File: src/rclp_consts.vh
/*
 * constants of the reset configuration and low-power control block:
 * register offsets, field positions, reset values and mode codes.
 * assumes inclusion by bare name from the design file.
 */
`ifndef RCLP_CONSTS_VH
`define RCLP_CONSTS_VH

// register byte offsets
`define RCLP_OFS_LPCTL      12'h000
`define RCLP_OFS_PERIPH_EN  12'h004
`define RCLP_OFS_CONFIG     12'h008
`define RCLP_OFS_STATUS     12'h00C

// low-power control register fields
`define RCLP_LPCTL_MODE_LO  0
`define RCLP_LPCTL_BUS_CLOCK_OUTPUT   2
`define RCLP_LPCTL_DBGREQ   3

// low-power mode codes
`define RCLP_MODE_RUN       2'b00
`define RCLP_MODE_DOZE      2'b01
`define RCLP_MODE_WAIT      2'b10
`define RCLP_MODE_STOP      2'b11

// boot width strap codes
`define RCLP_BOOT_8         2'b10
`define RCLP_BOOT_16        2'b01

// config register fields
`define RCLP_CFG_BOOT_LO    0
`define RCLP_CFG_CLK_LO     2
`define RCLP_CFG_CS_LO      4
`define RCLP_CFG_JTAG       6
`define RCLP_CFG_STRAPPED   7

// reset values
`define RCLP_RST_LPCTL      4'h0
`define RCLP_RST_PERIPH_EN  8'hFF
`define RCLP_RST_BOOT       2'b00
`define RCLP_RST_CLK        2'b11
`define RCLP_RST_CS         2'b00

// bus responses
`define RCLP_RESP_OKAY      2'b00
`define RCLP_RESP_SLVERR    2'b10

// stop entry drain cycles
`define RCLP_STOP_DRAIN     4'h4

`endif

File: src/rclp_ctrl.v
/*
 * reset-time strap capture and low-power mode control with an
 * axi4-lite register slave. assumes a 10 MHz aclk, a synchronous
 * active-low reset, and straps/debug pins asynchronous to aclk.
 */
// The register offsets and the AXI4-Lite interface to the registers were left to the implementer.
// Functional notes
// config enable low means straps are sampled; high means defaults apply
// boot width straps: 00/11 32-bit, 10 8-bit, 01 16-bit; default 32-bit
// clock straps: 00 ext no pll, 01 1:1 pll, 10 pll ext ref, 11 xtal
// cs straps split upper address pins: 00 addr, 10 cs6, 01 cs6-5, 11 cs6-4
// low power entered only after mode bits written and stop executed
// mode code passed to clock control, which gates clocks per mode
// in stop the system clock is held low
// wakeup on reset, debug break, debug request bit or interrupt
// wait gates only core and memory clocks
// in wait enabled peripherals stay clocked and their interrupts wake
// doze gates the core like wait; code visible to all peripherals
// in doze running peripheral interrupts return to run
// stopped peripherals resume when doze exits
// stop gates the core and halts all system clocks
// stop entry waits for operations in progress to finish
// after stop, peripherals keep their state; no reinitialisation
// software disables peripherals individually, stopping their clock
// disabled peripherals stay disabled through all mode changes
// bus clock output pin can be turned off independently of mode
// debug port select high gives jtag pins; low keeps background debug
// straps captured during reset and held after release
// two-bit mode field, one distinct code per mode
`timescale 1ns/1ps
`default_nettype none
`include "rclp_consts.vh"

module rclp_ctrl (
    // clock and reset
    input  wire        aclk,
    input  wire        aresetn,
    // axi4-lite write address
    input  wire [11:0] s_axi_awaddr,
    input  wire        s_axi_awvalid,
    output reg         s_axi_awready,
    // axi4-lite write data
    input  wire [31:0] s_axi_wdata,
    input  wire [3:0]  s_axi_wstrb,
    input  wire        s_axi_wvalid,
    output reg         s_axi_wready,
    // axi4-lite write response
    output reg  [1:0]  s_axi_bresp,
    output reg         s_axi_bvalid,
    input  wire        s_axi_bready,
    // axi4-lite read address
    input  wire [11:0] s_axi_araddr,
    input  wire        s_axi_arvalid,
    output reg         s_axi_arready,
    // axi4-lite read data
    output reg  [31:0] s_axi_rdata,
    output reg  [1:0]  s_axi_rresp,
    output reg         s_axi_rvalid,
    input  wire        s_axi_rready,
    // strap pins
    input  wire        config_strap_enable_n,
    input  wire        boot_width_strap_hi,
    input  wire        boot_width_strap_lo,
    input  wire        clock_source_strap_hi,
    input  wire        clock_source_strap_lo,
    input  wire        cs_split_strap_hi,
    input  wire        cs_split_strap_lo,
    input  wire        debug_port_select,
    // core and wakeup sources
    input  wire        stop_exec,
    input  wire        bus_busy,
    input  wire        debug_break_request_n,
    input  wire        irq_valid,
    // configuration outputs
    output reg  [1:0]  boot_width_cfg,
    output reg  [1:0]  clock_source_cfg,
    output reg  [2:0]  upper_addr_cs_sel,
    output reg         jtag_mode,
    // clock control outputs
    output reg  [1:0]  low_power_mode_field,
    output reg         core_clk_en,
    output reg         mem_clk_en,
    output reg         sys_clk_en,
    output reg  [7:0]  periph_clk_en,
    output reg         bus_clock_output_en,
    output reg         core_idle
);

    ////////////////////////////////////////////////////////////////////////
    // state codes
    localparam [1:0] ST_RUN   = 2'b00;
    localparam [1:0] ST_DRAIN = 2'b01;
    localparam [1:0] ST_LOW   = 2'b10;

    // decode upper address pin split, bit set means chip select
    function [2:0] cs_split;
        input [1:0] code;
        begin
            case (code)
                2'b10:   cs_split = 3'b100;
                2'b01:   cs_split = 3'b110;
                2'b11:   cs_split = 3'b111;
                default: cs_split = 3'b000;
            endcase
        end
    endfunction

    // merge bytes of a write by strobe
    function [7:0] merge_byte;
        input [7:0] old_v;
        input [7:0] new_v;
        input       en;
        begin
            merge_byte = en ? new_v : old_v;
        end
    endfunction

    ////////////////////////////////////////////////////////////////////////
    // pin synchronisers
    reg  [8:0] pin_s1_q;
    reg  [8:0] pin_s2_q;
    wire [8:0] pin_raw = {config_strap_enable_n, boot_width_strap_hi, boot_width_strap_lo,
                          clock_source_strap_hi, clock_source_strap_lo, cs_split_strap_hi,
                          cs_split_strap_lo, debug_port_select, debug_break_request_n};

    always @(posedge aclk) begin
        pin_s1_q <= pin_raw;
        pin_s2_q <= pin_s1_q;
    end

    wire       cfg_en_n_s   = pin_s2_q[8];
    wire [1:0] boot_s       = pin_s2_q[7:6];
    wire [1:0] clk_s        = pin_s2_q[5:4];
    wire [1:0] cs_s         = pin_s2_q[3:2];
    wire       jtag_s       = pin_s2_q[1];
    wire       brk_n_s      = pin_s2_q[0];

    ////////////////////////////////////////////////////////////////////////
    // strap capture while reset is held
    reg [1:0] boot_q;
    reg [1:0] clk_q;
    reg [1:0] cs_q;
    reg       jtag_q;
    reg       strapped_q;

    always @(posedge aclk) begin
        if (!aresetn) begin
            if (!cfg_en_n_s) begin
                boot_q     <= boot_s;
                clk_q      <= clk_s;
                cs_q       <= cs_s;
                strapped_q <= 1'b1;
            end else begin
                boot_q     <= `RCLP_RST_BOOT;
                clk_q      <= `RCLP_RST_CLK;
                cs_q       <= `RCLP_RST_CS;
                strapped_q <= 1'b0;
            end
            jtag_q <= jtag_s;
        end
    end

    ////////////////////////////////////////////////////////////////////////
    // software registers
    reg [1:0] mode_q;
    reg       bus_clock_output_off_q;
    reg       dbgreq_q;
    reg [7:0] periph_en_q;
    reg [1:0] st_q;
    reg [3:0] drain_q;

    wire wr_fire = s_axi_awvalid && s_axi_wvalid && !s_axi_bvalid;
    wire rd_fire = s_axi_arvalid && !s_axi_rvalid;
    wire wr_lp   = wr_fire && (s_axi_awaddr == `RCLP_OFS_LPCTL);
    wire wr_pe   = wr_fire && (s_axi_awaddr == `RCLP_OFS_PERIPH_EN);
    wire wr_map  = wr_lp || wr_pe || (s_axi_awaddr == `RCLP_OFS_CONFIG) ||
                   (s_axi_awaddr == `RCLP_OFS_STATUS);

    // wakeup sources, debug request bit included
    wire wake = !brk_n_s || irq_valid || dbgreq_q;

    always @(posedge aclk) begin
        if (!aresetn) begin
            mode_q       <= `RCLP_MODE_RUN;
            bus_clock_output_off_q <= 1'b0;
            dbgreq_q     <= 1'b0;
            periph_en_q  <= `RCLP_RST_PERIPH_EN;
        end else begin
            if (wr_lp && s_axi_wstrb[0]) begin
                mode_q       <= s_axi_wdata[`RCLP_LPCTL_MODE_LO +: 2];
                bus_clock_output_off_q <= s_axi_wdata[`RCLP_LPCTL_BUS_CLOCK_OUTPUT];
            end
            // debug request: set by software, consumed once the sequencer leaves run,
            // so a request that aborts a drain cannot block every later stop
            if (wr_lp && s_axi_wstrb[0])
                dbgreq_q <= s_axi_wdata[`RCLP_LPCTL_DBGREQ];
            else if (st_q != ST_RUN)
                dbgreq_q <= 1'b0;
            // enables change only by software, never by mode
            if (wr_pe)
                periph_en_q <= merge_byte(periph_en_q, s_axi_wdata[7:0],
                                          s_axi_wstrb[0]);
        end
    end

    ////////////////////////////////////////////////////////////////////////
    // low-power sequencer
    always @(posedge aclk) begin
        if (!aresetn) begin
            st_q    <= ST_RUN;
            drain_q <= 4'h0;
        end else begin
            case (st_q)
                ST_RUN: begin
                    if (stop_exec && mode_q != `RCLP_MODE_RUN) begin
                        st_q    <= ST_DRAIN;
                        drain_q <= `RCLP_STOP_DRAIN;
                    end
                end
                ST_DRAIN: begin
                    // let bus activity end before clocks go
                    if (wake)
                        st_q <= ST_RUN;
                    else if (drain_q != 4'h0)
                        drain_q <= drain_q - 4'h1;
                    else if (!bus_busy)
                        st_q <= ST_LOW;
                end
                ST_LOW: begin
                    if (wake)
                        st_q <= ST_RUN;
                end
                default: st_q <= ST_RUN;
            endcase
        end
    end

    ////////////////////////////////////////////////////////////////////////
    // clock gating outputs
    wire       in_low  = (st_q == ST_LOW);
    wire [1:0] eff_md  = in_low ? mode_q : `RCLP_MODE_RUN;
    wire       stop_md = in_low && (mode_q == `RCLP_MODE_STOP);
    wire       doze_md = in_low && (mode_q == `RCLP_MODE_DOZE);

    always @(posedge aclk) begin
        if (!aresetn) begin
            low_power_mode_field <= `RCLP_MODE_RUN;
            core_clk_en          <= 1'b1;
            mem_clk_en           <= 1'b1;
            sys_clk_en           <= 1'b1;
            periph_clk_en        <= `RCLP_RST_PERIPH_EN;
            bus_clock_output_en  <= 1'b1;
            core_idle            <= 1'b0;
        end else begin
            low_power_mode_field <= eff_md;
            core_clk_en          <= !in_low;
            mem_clk_en           <= !in_low;
            // stop: enable low gates clock low, state kept in flops
            sys_clk_en           <= !stop_md;
            // doze stop comes from peripherals watching the field
            periph_clk_en        <= stop_md ? 8'h00 : periph_en_q;
            bus_clock_output_en  <= !bus_clock_output_off_q && !stop_md;
            core_idle            <= in_low || doze_md;
        end
    end

    ////////////////////////////////////////////////////////////////////////
    // configuration outputs
    always @(posedge aclk) begin
        if (!aresetn) begin
            boot_width_cfg    <= `RCLP_RST_BOOT;
            clock_source_cfg  <= `RCLP_RST_CLK;
            upper_addr_cs_sel <= 3'b000;
            jtag_mode         <= 1'b0;
        end else begin
            boot_width_cfg    <= boot_q;
            clock_source_cfg  <= clk_q;
            upper_addr_cs_sel <= cs_split(cs_q);
            jtag_mode         <= jtag_q;
        end
    end

    ////////////////////////////////////////////////////////////////////////
    // axi4-lite slave: single cycle acceptance, response in the same cycle as the ready
    reg [31:0] rd_mux;

    always @* begin
        case (s_axi_araddr)
            `RCLP_OFS_LPCTL:     rd_mux = {28'h000_0000, dbgreq_q, bus_clock_output_off_q, mode_q};
            `RCLP_OFS_PERIPH_EN: rd_mux = {24'h00_0000, periph_en_q};
            `RCLP_OFS_CONFIG:    rd_mux = {24'h00_0000, strapped_q, jtag_q, cs_q, clk_q,
                                           boot_q};
            `RCLP_OFS_STATUS:    rd_mux = {28'h000_0000, bus_busy, core_idle, st_q};
            default:             rd_mux = 32'h0000_0000;
        endcase
    end

    always @(posedge aclk) begin
        if (!aresetn) begin
            s_axi_awready <= 1'b0;
            s_axi_wready  <= 1'b0;
            s_axi_bvalid  <= 1'b0;
            s_axi_bresp   <= `RCLP_RESP_OKAY;
            s_axi_arready <= 1'b0;
            s_axi_rvalid  <= 1'b0;
            s_axi_rresp   <= `RCLP_RESP_OKAY;
            s_axi_rdata   <= 32'h0000_0000;
        end else begin
            // write channel
            s_axi_awready <= 1'b0;
            s_axi_wready  <= 1'b0;
            if (s_axi_awready) begin
                s_axi_awready <= 1'b0;
            end else if (wr_fire) begin
                s_axi_awready <= 1'b1;
                s_axi_wready  <= 1'b1;
                s_axi_bvalid  <= 1'b1;
                s_axi_bresp   <= wr_map ? `RCLP_RESP_OKAY : `RCLP_RESP_SLVERR;
            end
            if (s_axi_bvalid && s_axi_bready)
                s_axi_bvalid <= 1'b0;
            // read channel
            s_axi_arready <= 1'b0;
            if (rd_fire && !s_axi_arready) begin
                s_axi_arready <= 1'b1;
                s_axi_rvalid  <= 1'b1;
                s_axi_rdata   <= rd_mux;
                s_axi_rresp   <= (s_axi_araddr[11:4] == 8'h00 && s_axi_araddr[1:0] == 2'b00)
                                 ? `RCLP_RESP_OKAY : `RCLP_RESP_SLVERR;
            end
            if (s_axi_rvalid && s_axi_rready)
                s_axi_rvalid <= 1'b0;
        end
    end

endmodule // rclp_ctrl
`default_nettype wire

File: config.mk
export PLATFORM = sky130hd
export DESIGN_NAME = rclp_ctrl
export DESIGN_NICKNAME = d
export VERILOG_FILES = /design/src/rclp_ctrl.v
export VERILOG_INCLUDE_DIRS = /design/src /design/src/src
export SDC_FILE = /design/constraint.sdc
export NUM_CORES = 1
export LEC_CHECK = 0
export ABC_AREA = 1
export BUFFER_PORTS_ARGS = -buffer_cell sky130_fd_sc_hd__buf_4
export CAP_MARGIN = 20
export CORE_MARGIN = 5
export CORE_UTILIZATION = 42
export DETAILED_ROUTE_END_ITERATION = 16
export PLACE_DENSITY = 0.79
export RECOVER_POWER = 100
export SKIP_CTS_REPAIR_TIMING = 1
export SYNTH_ARGS = -nofsm -noshare
export SYNTH_HDL_FRONTEND = slang
export SYNTH_SLANG_ARGS = --single-unit
File: constraint.sdc
create_clock -name aclk -period 1.26 [get_ports aclk]
set_input_delay 0.189 -clock aclk [delete_from_list [all_inputs] [get_ports aclk]]
set_output_delay 0.189 -clock aclk [all_outputs]
set_load 0.02 [all_outputs]
== Word-level counts from Yosys, hierarchy flattened ==
Index checks and enable logic that the tools add are counted.

* Bits in registers: 106
* Output and inout port bits: 64

* Add/subtract/negate cells: 1
* Equal/unequal tests: 19
* Multiplexer cells: 20
* Bitwise gates (word level): 2
* Reductions and logical operators: 45

{| class="wikitable"
|+ Operators by type and width
! operator !! count
|-
| == test 12 x 4 -> 1 bit (second input constant) || 4
|-
| case mux 8 bit (4 select lines) || 1
|-
| == test 12 x 3 -> 1 bit (second input constant) || 2
|-
| zero test 12 bit || 2
|-
| logical AND 1 bit || 14
|-
| 2-to-1 mux 2 bit || 7
|-
| 2-to-1 mux 4 bit || 3
|-
| case mux 3 bit (3 select lines) || 1
|-
| == test 2 bit (second input constant) || 4
|-
| zero test 8 bit || 1
|-
| 2-to-1 mux 8 bit || 1
|-
| inequality test 2 bit (second input constant) || 4
|-
| case mux 4 bit (2 select lines) || 1
|-
| AND reduction 4 bit || 2
|-
| nonzero test 2 bit || 4
|-
| zero test 1 bit || 7
|-
| == test 2 x 1 -> 1 bit (second input constant) || 3
|-
| logical OR 1 bit || 6
|-
| inequality test 3 bit (second input constant) || 2
|-
| case mux 2 bit (3 select lines) || 1
|-
| AND reduction 2 bit || 3
|-
| OR reduction 2 bit || 3
|-
| 2-to-1 mux 1 bit || 5
|-
| zero test 2 bit || 2
|-
| 3 further kinds || 4
|}

== Depth between registers and ports, before layout ==
Gate-level depths: netlist (run 1).

* Word-level depth: 7
* Gate-level depth with buffers: 9
* Mapped depth without buffers: 8

== Least setup slack after synthesis (run 1) ==
No wires, ideal clock.

* Path type: register to register
* From: register s_axi_bvalid
* To: register mode_q[1]
* Data arrival time: 1.136 ns
* Required time: 1.147 ns
* Setup slack: 0.011 ns
* Cell stages (with the launch flop): 10
* Period minus slack after synthesis: 1.249 ns
* Cell sequence: dfxtp_1 inv_2 nand3_2 nor3_2 and2_4 buf_8 nand2_4 inv_2 o21ai_1 nor2_1

* Cells in the longest elaborated chain, start to end: 4

{| class="wikitable"
|+ RTL lines
! item !! RTL line !! text
|-
| from (decl) || rclp_ctrl.v:49 || <nowiki>output reg s_axi_bvalid,</nowiki>
|-
| from (signal assigned) || rclp_ctrl.v:302 || <nowiki>s_axi_bvalid <= 1'b0;</nowiki>
|-
| from (signal assigned) || rclp_ctrl.v:317 || <nowiki>s_axi_bvalid <= 1'b1;</nowiki>
|-
| from (signal assigned) || rclp_ctrl.v:321 || <nowiki>s_axi_bvalid <= 1'b0;</nowiki>
|-
| zero test 1 bit || rclp_ctrl.v:172 || <nowiki>wire wr_fire = s_axi_awvalid && s_axi_wvalid && !s_axi_bvalid;</nowiki>
|-
| logical AND 1 bit || rclp_ctrl.v:172 ||
|-
| logical AND 1 bit || rclp_ctrl.v:174 || <nowiki>wire wr_lp = wr_fire && (s_axi_awaddr == `RCLP_OFS_LPCTL);</nowiki>
|-
| logical AND 1 bit || rclp_ctrl.v:189 || <nowiki>if (wr_lp && s_axi_wstrb[0]) begin</nowiki>
|-
| to (signal assigned) || rclp_ctrl.v:184 || <nowiki>mode_q <= `RCLP_MODE_RUN;</nowiki>
|-
| to (signal assigned) || rclp_ctrl.v:190 || <nowiki>mode_q <= s_axi_wdata[`RCLP_LPCTL_MODE_LO +: 2];</nowiki>
|-
| to (decl) || rclp_ctrl.v:165 || <nowiki>reg [1:0] mode_q;</nowiki>
|}

No other way between the ends.
A chain may end at the register's enable or synchronous reset.

== Worst setup path after layout (run 1) ==
* From: register st_q[1]
* To: register bus_clock_output_en

* Cells in the longest elaborated chain, start to end: 4

{| class="wikitable"
|+ RTL lines
! item !! RTL line !! text
|-
| from (decl) || rclp_ctrl.v:169 || <nowiki>reg [1:0] st_q;</nowiki>
|-
| from (signal assigned) || rclp_ctrl.v:210 || <nowiki>st_q <= ST_RUN;</nowiki>
|-
| from (signal assigned) || rclp_ctrl.v:216 || <nowiki>st_q <= ST_DRAIN;</nowiki>
|-
| from (signal assigned) || rclp_ctrl.v:223 || <nowiki>st_q <= ST_RUN;</nowiki>
|-
| == test 2 bit || rclp_ctrl.v:240 || <nowiki>wire in_low = (st_q == ST_LOW);</nowiki>
|-
| logical AND 1 bit || rclp_ctrl.v:242 || <nowiki>wire stop_md = in_low && (mode_q == `RCLP_MODE_STOP);</nowiki>
|-
| zero test 1 bit || rclp_ctrl.v:262 || <nowiki>bus_clock_output_en <= !bus_clock_output_off_q && !stop_md;</nowiki>
|-
| logical AND 1 bit || rclp_ctrl.v:262 ||
|-
| to (signal assigned) || rclp_ctrl.v:262 ||
|-
| to (decl) || rclp_ctrl.v:85 || <nowiki>output reg bus_clock_output_en,</nowiki>
|}

No other way between the ends.

==> flow_metrics.tcl, run 1 <==
set metrics [dict create \
    grt_pass1_vias 2636 \
    setup.worst_path.class "flip-flop to flip-flop" \
    ys_types 35 \
    cp_cell_sequence "inv_2, nor2_4, inv_2, nor3_2, buf_4, o21ai_0" \
    netlist.top_cell.by_area "dfxtp_1" \
    drc_errors 0 \
    vias 2720 \
    crit_family "simple AND/OR/NAND/NOR gates" \
    whs_ns 0.0213 \
    outcome "finished, violations left" \
    dr.pass1.iters 4 \
    endpoint_kind "flip-flop" \
    fin_ws_ns -0.00627 \
    synth-warning-count 0 \
    layout_min_cycle_time_ns 1.27 \
    fin_crit_sh 1.00 \
    syn-cell-area_um2 3170 \
    cpMostUsedCell "inv_2" \
    start_util 0.435 \
    met2_usage 0.266 \
    worstSetupStartpoint "st_q[1]" \
    seq_area_frac_synth 0.530 \
    global_route.usage.met3 0.0360 \
    antenna_found_initial 0 \
    fmax_ghz 0.790 \
    clock_skew_ns 0.00749 \
    synth.most_common_cell "dfxtp_1" \
    cp.required_ns 1.45 \
    grt_setup_unrepaired "true" \
    busiest_layer "met2" \
    n_antenna_cell 0 \
    slew_headroom 0.584 \
    met1_usage 0.173 \
    setup_viol 2 \
    power.total_mw 4.94 \
    synth_area_leaders "dfxtp_1 (45%), edfxtp_1 (7.6%), buf_4 (6.6%)" \
    cp.arrival_ns 1.45 \
    synth_edf_count 8 \
    hold_viol 0 \
    powerDensity_nw_per_um2 1160 \
    grt_pass1_wl_um 11800 \
    rows 31 \
    clk_latency_ns 0.34 \
    hold_path.startpoint "s_axi_rready" \
    p_leak_nw 1.92 \
    track_usage 0.152 \
    io_buffer_count 89 \
    crit_path_max_fanout 5 \
    clockBufferDepth 2 \
    violations "negative setup slack" \
    maxSlewViolCount 0 \
    grt_max_degree 26 \
    syn-instance-count 366 \
    dieArea_um2 9390 \
    cp.buffers_inverters 3 \
    yosys-top-cells-count "dfxtp_1 (72), nand2_1 (55), nor2_1 (46)" \
    core_area_um2 7290 \
    crit_path_start_kind "flip-flop" \
    ir_worst_vdd_mv 0.781 \
    io_pins 143 \
    drv_cap 0 \
    wl_per_cell_um 12.4 \
    chipWidth_um 96.9 \
    synth_ff_type "dfxtp_1" \
    cts.sinks 80 \
    cts_tree "built" \
    clk_pin_slew_ns 0.08 \
    cts-root-buf "clkbuf_8" \
    hpwlAfterDp_um 5560 \
    synth-seq-cells 80 \
    rr_startpoint "st_q[1]" \
    drive_above_1_share 0.311 \
    crit_path_max_incr_delay_ns 0.38 \
    nets 567 \
    first_iter_violations 70 \
    worst_slew_pin_slew_ns 0.624 \
    crit_slowest_cell "dfxtp_4" \
    htreeDepth 3 \
    drt_wl_total_um 7350 \
    ant_nets 0 \
    via_per_inst 4.60 \
    area_growth_pct 33.8 \
    hold_class "primary input to flip-flop" \
    cts_inserted_buffers 9 \
    die_h_um 96.9 \
    grt-ovfl-total 0 \
    avgSynthCellArea_um2 8.66 \
    gp_congestion 0.815 \
    synthArstFlopShare 0 \
    yosysTopAreaCellShare 0.455 \
]
cell type report:
| type | instances | area [µm²] |
|---|---|---|
| Tap cell | 99 | 124 |
| Clock inverter | 6 | 60.1 |
| Fill cell | 712 | 3050 |
| Inverter | 39 | 146 |
| Multi-Input combinational cell | 235 | 1250 |
| Timing Repair Buffer | 122 | 836 |
| Sequential cell | 80 | 1700 |
| Clock buffer | 10 | 128 |
path summary, 6_finish.rpt:
path | endpoint | slack (ns) | depth (start not counted)
worst max-delay path | bus_clock_output_en | -0.006 | 6
worst min register to register | pin_s2_q[6] | 0.32 | 0
worst max register to register | bus_clock_output_en | -0.006 | 6
worst min-delay path | s_axi_rvalid | 0.02 | 2
cell usage in the layout (no fill, tap or decap), types with 2 or more instances in the layout:
cell type and count:
a21oi_1 10, a21oi_2 5, buf_12 2, buf_4 64, clkbuf_1 36, clkbuf_4 9
clkbuf_8 9, clkinv_2 3, clkinvlp_4 2, conb_1 26, dfxtp_1 64, dfxtp_2 6
dfxtp_4 2, dlygate4sd3_1 10, edfxtp_1 8, inv_1 29, inv_2 9, nand2_1 49
nand2_2 5, nand2_4 3, nand3_1 30, nand3_2 3, nand3_4 2, nand4_1 10
nor2_1 43, nor2_2 5, nor2_4 6, nor3_1 3, nor3_2 3, o21ai_0 7
o21ai_1 10, o21ai_2 4, or2_2 4
power breakdown:
group / leakage, nW / switching [mW] / total [mW] / internal (mW)
combinational: 1.15 / 0.271 / 0.476 / 0.204
clock: 0.0920 / 0.890 / 1.79 / 0.905
sequential: 0.674 / 0.0314 / 2.67 / 2.64
total: 1.92 / 1.19 / 4.94 / 3.75
cell families (layout without fill, tap and decap cells):
family                     count (synthesis)  in the layout  share of synthesized area
and+or+nand+nor                          168            169                      0.259
DFF                                       80             80                      0.530
buffers and inverters                     77            177                      0.135
AOI/OAI and AO/OA                         39             39                     0.0706
adders and majority gates                  1              1                    0.00395
other                                      1             26                    0.00118
metal layers:
| metal | up-vias | part of all wire |
|---|---|---|
| met5 | - | 0 |
| met1 | 1256 | 0.40 |
| met4 | 0 | 0.015 |
| met2 | 80 | 0.54 |
| met3 | 12 | 0.049 |
| li1 | 1372 | - |
flip-flops by register name, summed over array words and instances, names as in the netlist, 3 cells and up:
| name | cells |
|---|---|
| pin_s1_q | 9 |
| pin_s2_q | 9 |
| periph_clk_en | 8 |
| periph_en_q | 8 |
| s_axi_rdata | 8 |
| drain_q | 4 |
| upper_addr_cs_sel | 3 |
worst reg2reg max path: stages, from the launching register on:
cell and delay [ns]:
dfxtp_4 0.38, inv_2 0.05, nor2_4 0.09, inv_2 0.05, nor3_2 0.31, buf_4 0.17
o21ai_0 0.07
through the flow:
step | util | TNS, ns | std cells | instance area [µm²] | setup WS, ns
finish | 0.582 | -0.0121 | 591 | 4240 | -0.00627
global route | 0.582 | -0.776 | 591 | 4240 | -0.100
CTS | 0.562 | -0.260 | 572 | 4100 | -0.0392
detailed placement | 0.537 | -0.111 | 556 | 3910 | -0.0213
global placement | 0.537 | -0.00572 | 556 | 3910 | -0.00572
floorplan | - | 0 | 391 | 3260 | 0.0112
No activity file was read; power rests on OpenSTA's default activity.
==> run 2, diff against run 1 <==
- CORE_UTILIZATION: 42 -> 50
- PLACE_DENSITY: 0.79 -> 0.87
- clock period: 1.26 -> 1.5 ns (I/O delays scaled with it)
==> run 2 against run 1 <==
Net effect: the flow now finishes without violations; hold slack better by 0.022 ns; via count fell by 3.5%; combinational power down 26%; flip-flop and latch count unchanged; clock power down 7%; critical path depth is 1 higher; cell count is 7.1% lower; global-route usage grew 2.0 points; critical endpoint is now periph_clk_en[1].
==> flow_metrics.tcl, run 2 (same netlist as run 1, synthesis figures left out) <==
set metrics [dict create \
    area_growth_pct 23.9 \
    p_int_mw 3.19 \
    grt-ovfl-total 0 \
    n_antenna_cell 0 \
    dieArea_um2 8030 \
    via_per_inst 4.78 \
    switchingPower_mw 1.06 \
    crit_path_max_incr_delay_ns 0.48 \
    first_iter_violations 157 \
    grt_pass1_wl_um 10600 \
    cp_cell_sequence "inv_2, nor2_2, inv_2, nor3_4, nand2_1, inv_2, nor2_1" \
    comb_power_share 0.083 \
    crit_path_start_kind "flip-flop" \
    layout.cells.non_filler 549 \
    clock_skew_ns 0.00759 \
    cts_inserted_buffers 9 \
    top_regs "pin_s1_q: 9 flops, pin_s2_q: 9 flops" \
    drive_above_1_share 0.214 \
    nets 547 \
    slew_headroom 0.462 \
    layout_min_cycle_time_ns 1.36 \
    grt_max_degree 20 \
    fmax_ghz 0.734 \
    placedInstanceArea_um2 3790 \
    endpoint_kind "flip-flop" \
    chipWidth_um 89.6 \
    ant_nets 0 \
    cp.arrival_ns 1.61 \
    grt_setup_unrepaired "false" \
    antenna_found_initial 0 \
    maxSlewViolCount 0 \
    met2_usage 0.299 \
    drv_cap 0 \
    drc_errors 0 \
    final_cell_mix "dfxtp_1 (71), nand2_1 (55), nor2_1 (46)" \
    busiest_layer "met2" \
    clk_latency_ns 0.35 \
    p_leak_nw 1.81 \
    hpwlAfterDp_um 5260 \
    setup.worst_path.class "flip-flop to flip-flop" \
    cp.required_ns 1.75 \
    drt_wl_total_um 7120 \
    gp_congestion 0.864 \
    ir_worst_vdd_mv 0.954 \
    clkPwrFrac 0.389 \
    crit_path_max_fanout 6 \
    track_usage 0.172 \
    cts_tree "built" \
    clockBufferDepth 2 \
    setup_viol 0 \
    post-place-cells 524 \
    postLayoutCellArea_um2 3930 \
    fin_crit_sh 0.908 \
    hold_viol 0 \
    core_area_um2 6240 \
    io_pins 143 \
    global_route.usage.met3 0.0575 \
    seqPwrFrac 0.528 \
    clk_pin_slew_ns 0.09 \
    crit_slowest_cell "dfxtp_1" \
    cts-root-buf "clkbuf_8" \
    rows 29 \
    dr.pass1.iters 4 \
    cts.sinks 80 \
    power.total_mw 4.25 \
    final_common_cell "dfxtp_1" \
    vias 2625 \
    powerDensity_nw_per_um2 1080 \
    io_buffer_count 89 \
    cpMostUsedCell "inv_2" \
    outcome "completed" \
    finalSetupTns_ns 0 \
    worst_slew_pin_slew_ns 0.806 \
    start_util 0.508 \
    grt_pass1_vias 2468 \
    wl_per_cell_um 13.0 \
    hold_class "primary input to flip-flop" \
    met1_usage 0.190 \
    htreeDepth 3 \
    switching_share 0.249 \
    die_h_um 89.6 \
]
==> run 2: per-layer routing <==
layer  part of all wire  wire length [µm]  vias to the layer above
li1                   -                 -                     1323
met1               0.38              2720                     1197
met2               0.51              3630                       88
met3              0.081               578                       17
met4              0.025               181                        0
met5                  0                 0                        -
==> run 2: per-stage QoR <==
stage / utilization / hold WS (ns) / setup WS, ns
floorplan: - / 0.253 / 0.251
global placement: 0.607 / 0.311 / 0.208
detailed placement: 0.607 / 0.312 / 0.146
CTS: 0.641 / -0.0453 / 0.130
global route: 0.630 / 0.0326 / 0.0300
finish: 0.630 / 0.0434 / 0.138
==> run 2: critical path: cells and delay by family, from the launching register on <==
| kind | cells | cell delay [ns] |
|---|---|---|
| buf+inv | 3 | 0.28 |
| flops | 1 | 0.48 |
| simple gates | 4 | 0.49 |
==> run 2: power groups by stage <==
stage / clock network [mW] / registers [mW] / logic (mW)
floorplan: 0 / 2.32 / 0.212
global placement: 0 / 2.29 / 0.350
detailed placement: 0 / 2.30 / 0.357
CTS: 1.68 / 2.25 / 0.358
global route: 1.79 / 2.25 / 0.383
finish: 1.66 / 2.25 / 0.352
==> run 2: worst paths after layout <==
check | to | depth (start not counted) | slack (ns) | from
worst min-delay path | s_axi_rvalid | 2 | 0.04 | s_axi_rready
worst max register to register | periph_clk_en[1] | 7 | 0.14 | st_q[1]
worst min register to register | pin_s2_q[2] | 0 | 0.33 | pin_s1_q[2]
worst max-delay path | periph_clk_en[1] | 7 | 0.14 | st_q[1]
==> run 2: final cells by class <==
type | count | area (µm²)
sequential | 80 | 1680
timing repair buffer | 103 | 643
clock inverter | 6 | 75.1
tap | 77 | 96.3
inverter | 39 | 146
multi-input combinational | 234 | 1150
fill | 568 | 2310
clock buffer | 10 | 138
==> run 3, diff against run 2 <==
- CORE_UTILIZATION: 50 -> 42
- PLACE_DENSITY: 0.87 -> 0.79
- clock period: 1.5 -> 1.1 ns (I/O delays scaled with it)
==> run 3 against run 2 <==
Net effect: the run now ends with negative setup slack left; sequential share of layout area decreased by 4.4 points; die area rose by 17%; routed wire length up 7.8%; fmax up 12%; sequential power grew 36%; largest cell class unchanged; total power increased by 37%; clock power grew 32%; critical path type unchanged.
==> flow_metrics.tcl, run 3 (same netlist as run 1, synthesis figures left out) <==
set metrics [dict create \
    cp.buffers_inverters 3 \
    crit_cells 7 \
    num-fill-cells 664 \
    multi_input_area_um2 1250 \
    start_util 0.435 \
    cpMostUsedCell "inv_2" \
    rr_startpoint "st_q[1]" \
    final_cell_mix "buf_4 (72), dfxtp_1 (65), nand2_1 (50)" \
    layout_min_cycle_time_ns 1.21 \
    drc_errors 0 \
    fin_ws_ns -0.114 \
    htreeDepth 3 \
    core_area_um2 7290 \
    io_pins 143 \
    grt_max_degree 32 \
    outcome "finished, violations left" \
    final_util 0.604 \
    endpoint_kind "flip-flop" \
    cp.arrival_ns 1.46 \
    p_leak_nw 2.11 \
    setup.worst_path.class "flip-flop to flip-flop" \
    cts-root-buf "clkbuf_8" \
    n_antenna_cell 0 \
    drv_cap 0 \
    hold_class "primary input to flip-flop" \
    gp_congestion 0.776 \
    drive_above_1_share 0.392 \
    maxSlewViolCount 0 \
    cts.sinks 80 \
    violations "negative setup slack" \
    worstSetupEndpoint "periph_clk_en[1]" \
    via_per_inst 4.57 \
    clk_pin_slew_ns 0.08 \
    grt_setup_unrepaired "true" \
    r2r_cells 7 \
    cts_tree "built" \
    antenna_found_initial 0 \
    drt_wl_total_um 7670 \
    first_iter_violations 107 \
    clockBufferDepth 2 \
    register_area_um2 1690 \
    track_usage 0.159 \
    grt-ovfl-total 0 \
    grt_pass1_wl_um 12200 \
    clock_skew_ns 0.00689 \
    fmax_ghz 0.824 \
    clk_latency_ns 0.35 \
    post-place-ws_ns -0.147 \
    r2r_end "periph_clk_en[1]" \
    worstSetupStartpoint "st_q[1]" \
    wl_per_cell_um 12.7 \
    setup_viol 36 \
    powerDensity_nw_per_um2 1330 \
    ant_nets 0 \
    dr.pass1.iters 4 \
    vias 2760 \
    ir_worst_vdd_mv 0.851 \
    crit_path_max_fanout 5 \
    crit_path_start_kind "flip-flop" \
    cts_inserted_buffers 9 \
    nets 580 \
    dieArea_um2 9390 \
    cp_cell_sequence "inv_2, nor2_2, inv_1, nor3_4, nand2_1, inv_2, nor2_1" \
    io_buffer_count 89 \
    finalSetupTns_ns -2.71 \
    crit_family "simple AND/OR/NAND/NOR gates" \
    hpwlAfterDp_um 5680 \
    hold_viol 0 \
    crit_slowest_cell "dfxtp_4" \
    rrSetupSlack_ns -0.11 \
    top_regs "pin_s1_q: 9 flops, pin_s2_q: 9 flops" \
    cp.required_ns 1.35 \
    chipWidth_um 96.9 \
    final_common_cell "buf_4" \
    rows 31 \
    fin_crit_sh 1.10 \
    grt_pass1_vias 2693 \
    crit_path_max_incr_delay_ns 0.38 \
    area_growth_pct 39.0 \
    die_h_um 96.9 \
]
[run 3: cell count changes in the layout (fill, tap and decap cells not counted), sizes merged]
cell,previous run,this run
buf,44,83
dlygate4sd3,9,11
clkbuf,60,50
inv,39,40
nor2,53,54
[run 3: layer usage]
metal	vias to the layer above	GRT usage	routed length [µm]
met5	-	0	0
met4	0	0.0518	89
met3	10	0.0590	540
met2	87	0.279	4000
met1	1264	0.179	3050
li1	1399	-	-
[run 3: final cells by class]
type / count / share of cell area
clock buffers: 9 / 0.0281
flip-flops and latches: 80 / 0.384
inverters: 39 / 0.0338
multi-input cells: 235 / 0.284
well taps: 99 / 0.0281
clock inverters: 7 / 0.0182
repair buffers: 135 / 0.224
[run 3: worst min-delay path: cells and delay by family]
family,cells,cell delay (ns)
buf+inv,1,0.09
simple gates,2,0.11
[run 3: how the worst min path moves through the flow]
stage | start | to | slack, ns | cells after the start
floorplan | debug_break_request_n | pin_s1_q[0] | 0.19 | 0
global placement | cs_split_strap_lo | pin_s1_q[2] | 0.27 | 1
detailed placement | boot_width_strap_lo | pin_s1_q[6] | 0.27 | 1
CTS | config_strap_enable_n | pin_s1_q[8] | -0.11 | 1
global route | s_axi_wdata[0] | mode_q[0] | 0.03 | 3
finish | s_axi_wdata[0] | mode_q[0] | 0.04 | 3
[run 3: power by group]
| part | leakage [nW] | switching, mW | internal, mW | total (mW) |
|---|---|---|---|---|
| logic | 1.34 | 0.325 | 0.271 | 0.596 |
| registers | 0.673 | 0.0374 | 3.02 | 3.06 |
| clock network | 0.102 | 1.11 | 1.07 | 2.19 |
[run 3: stage by stage]
step           cell area [µm²]  hold WS [ns]  power (mW)  std cells
3_3_place_gp              4030         0.269        3.65        570
3_5_place_dp              4030         0.271        3.66        570
4_1_cts                   4240        -0.107        5.83        586
2_1_floorplan             3290         0.193        3.45        391
5_1_grt                   4410        0.0294        6.11        604
6_report                  4410        0.0430        5.85        604
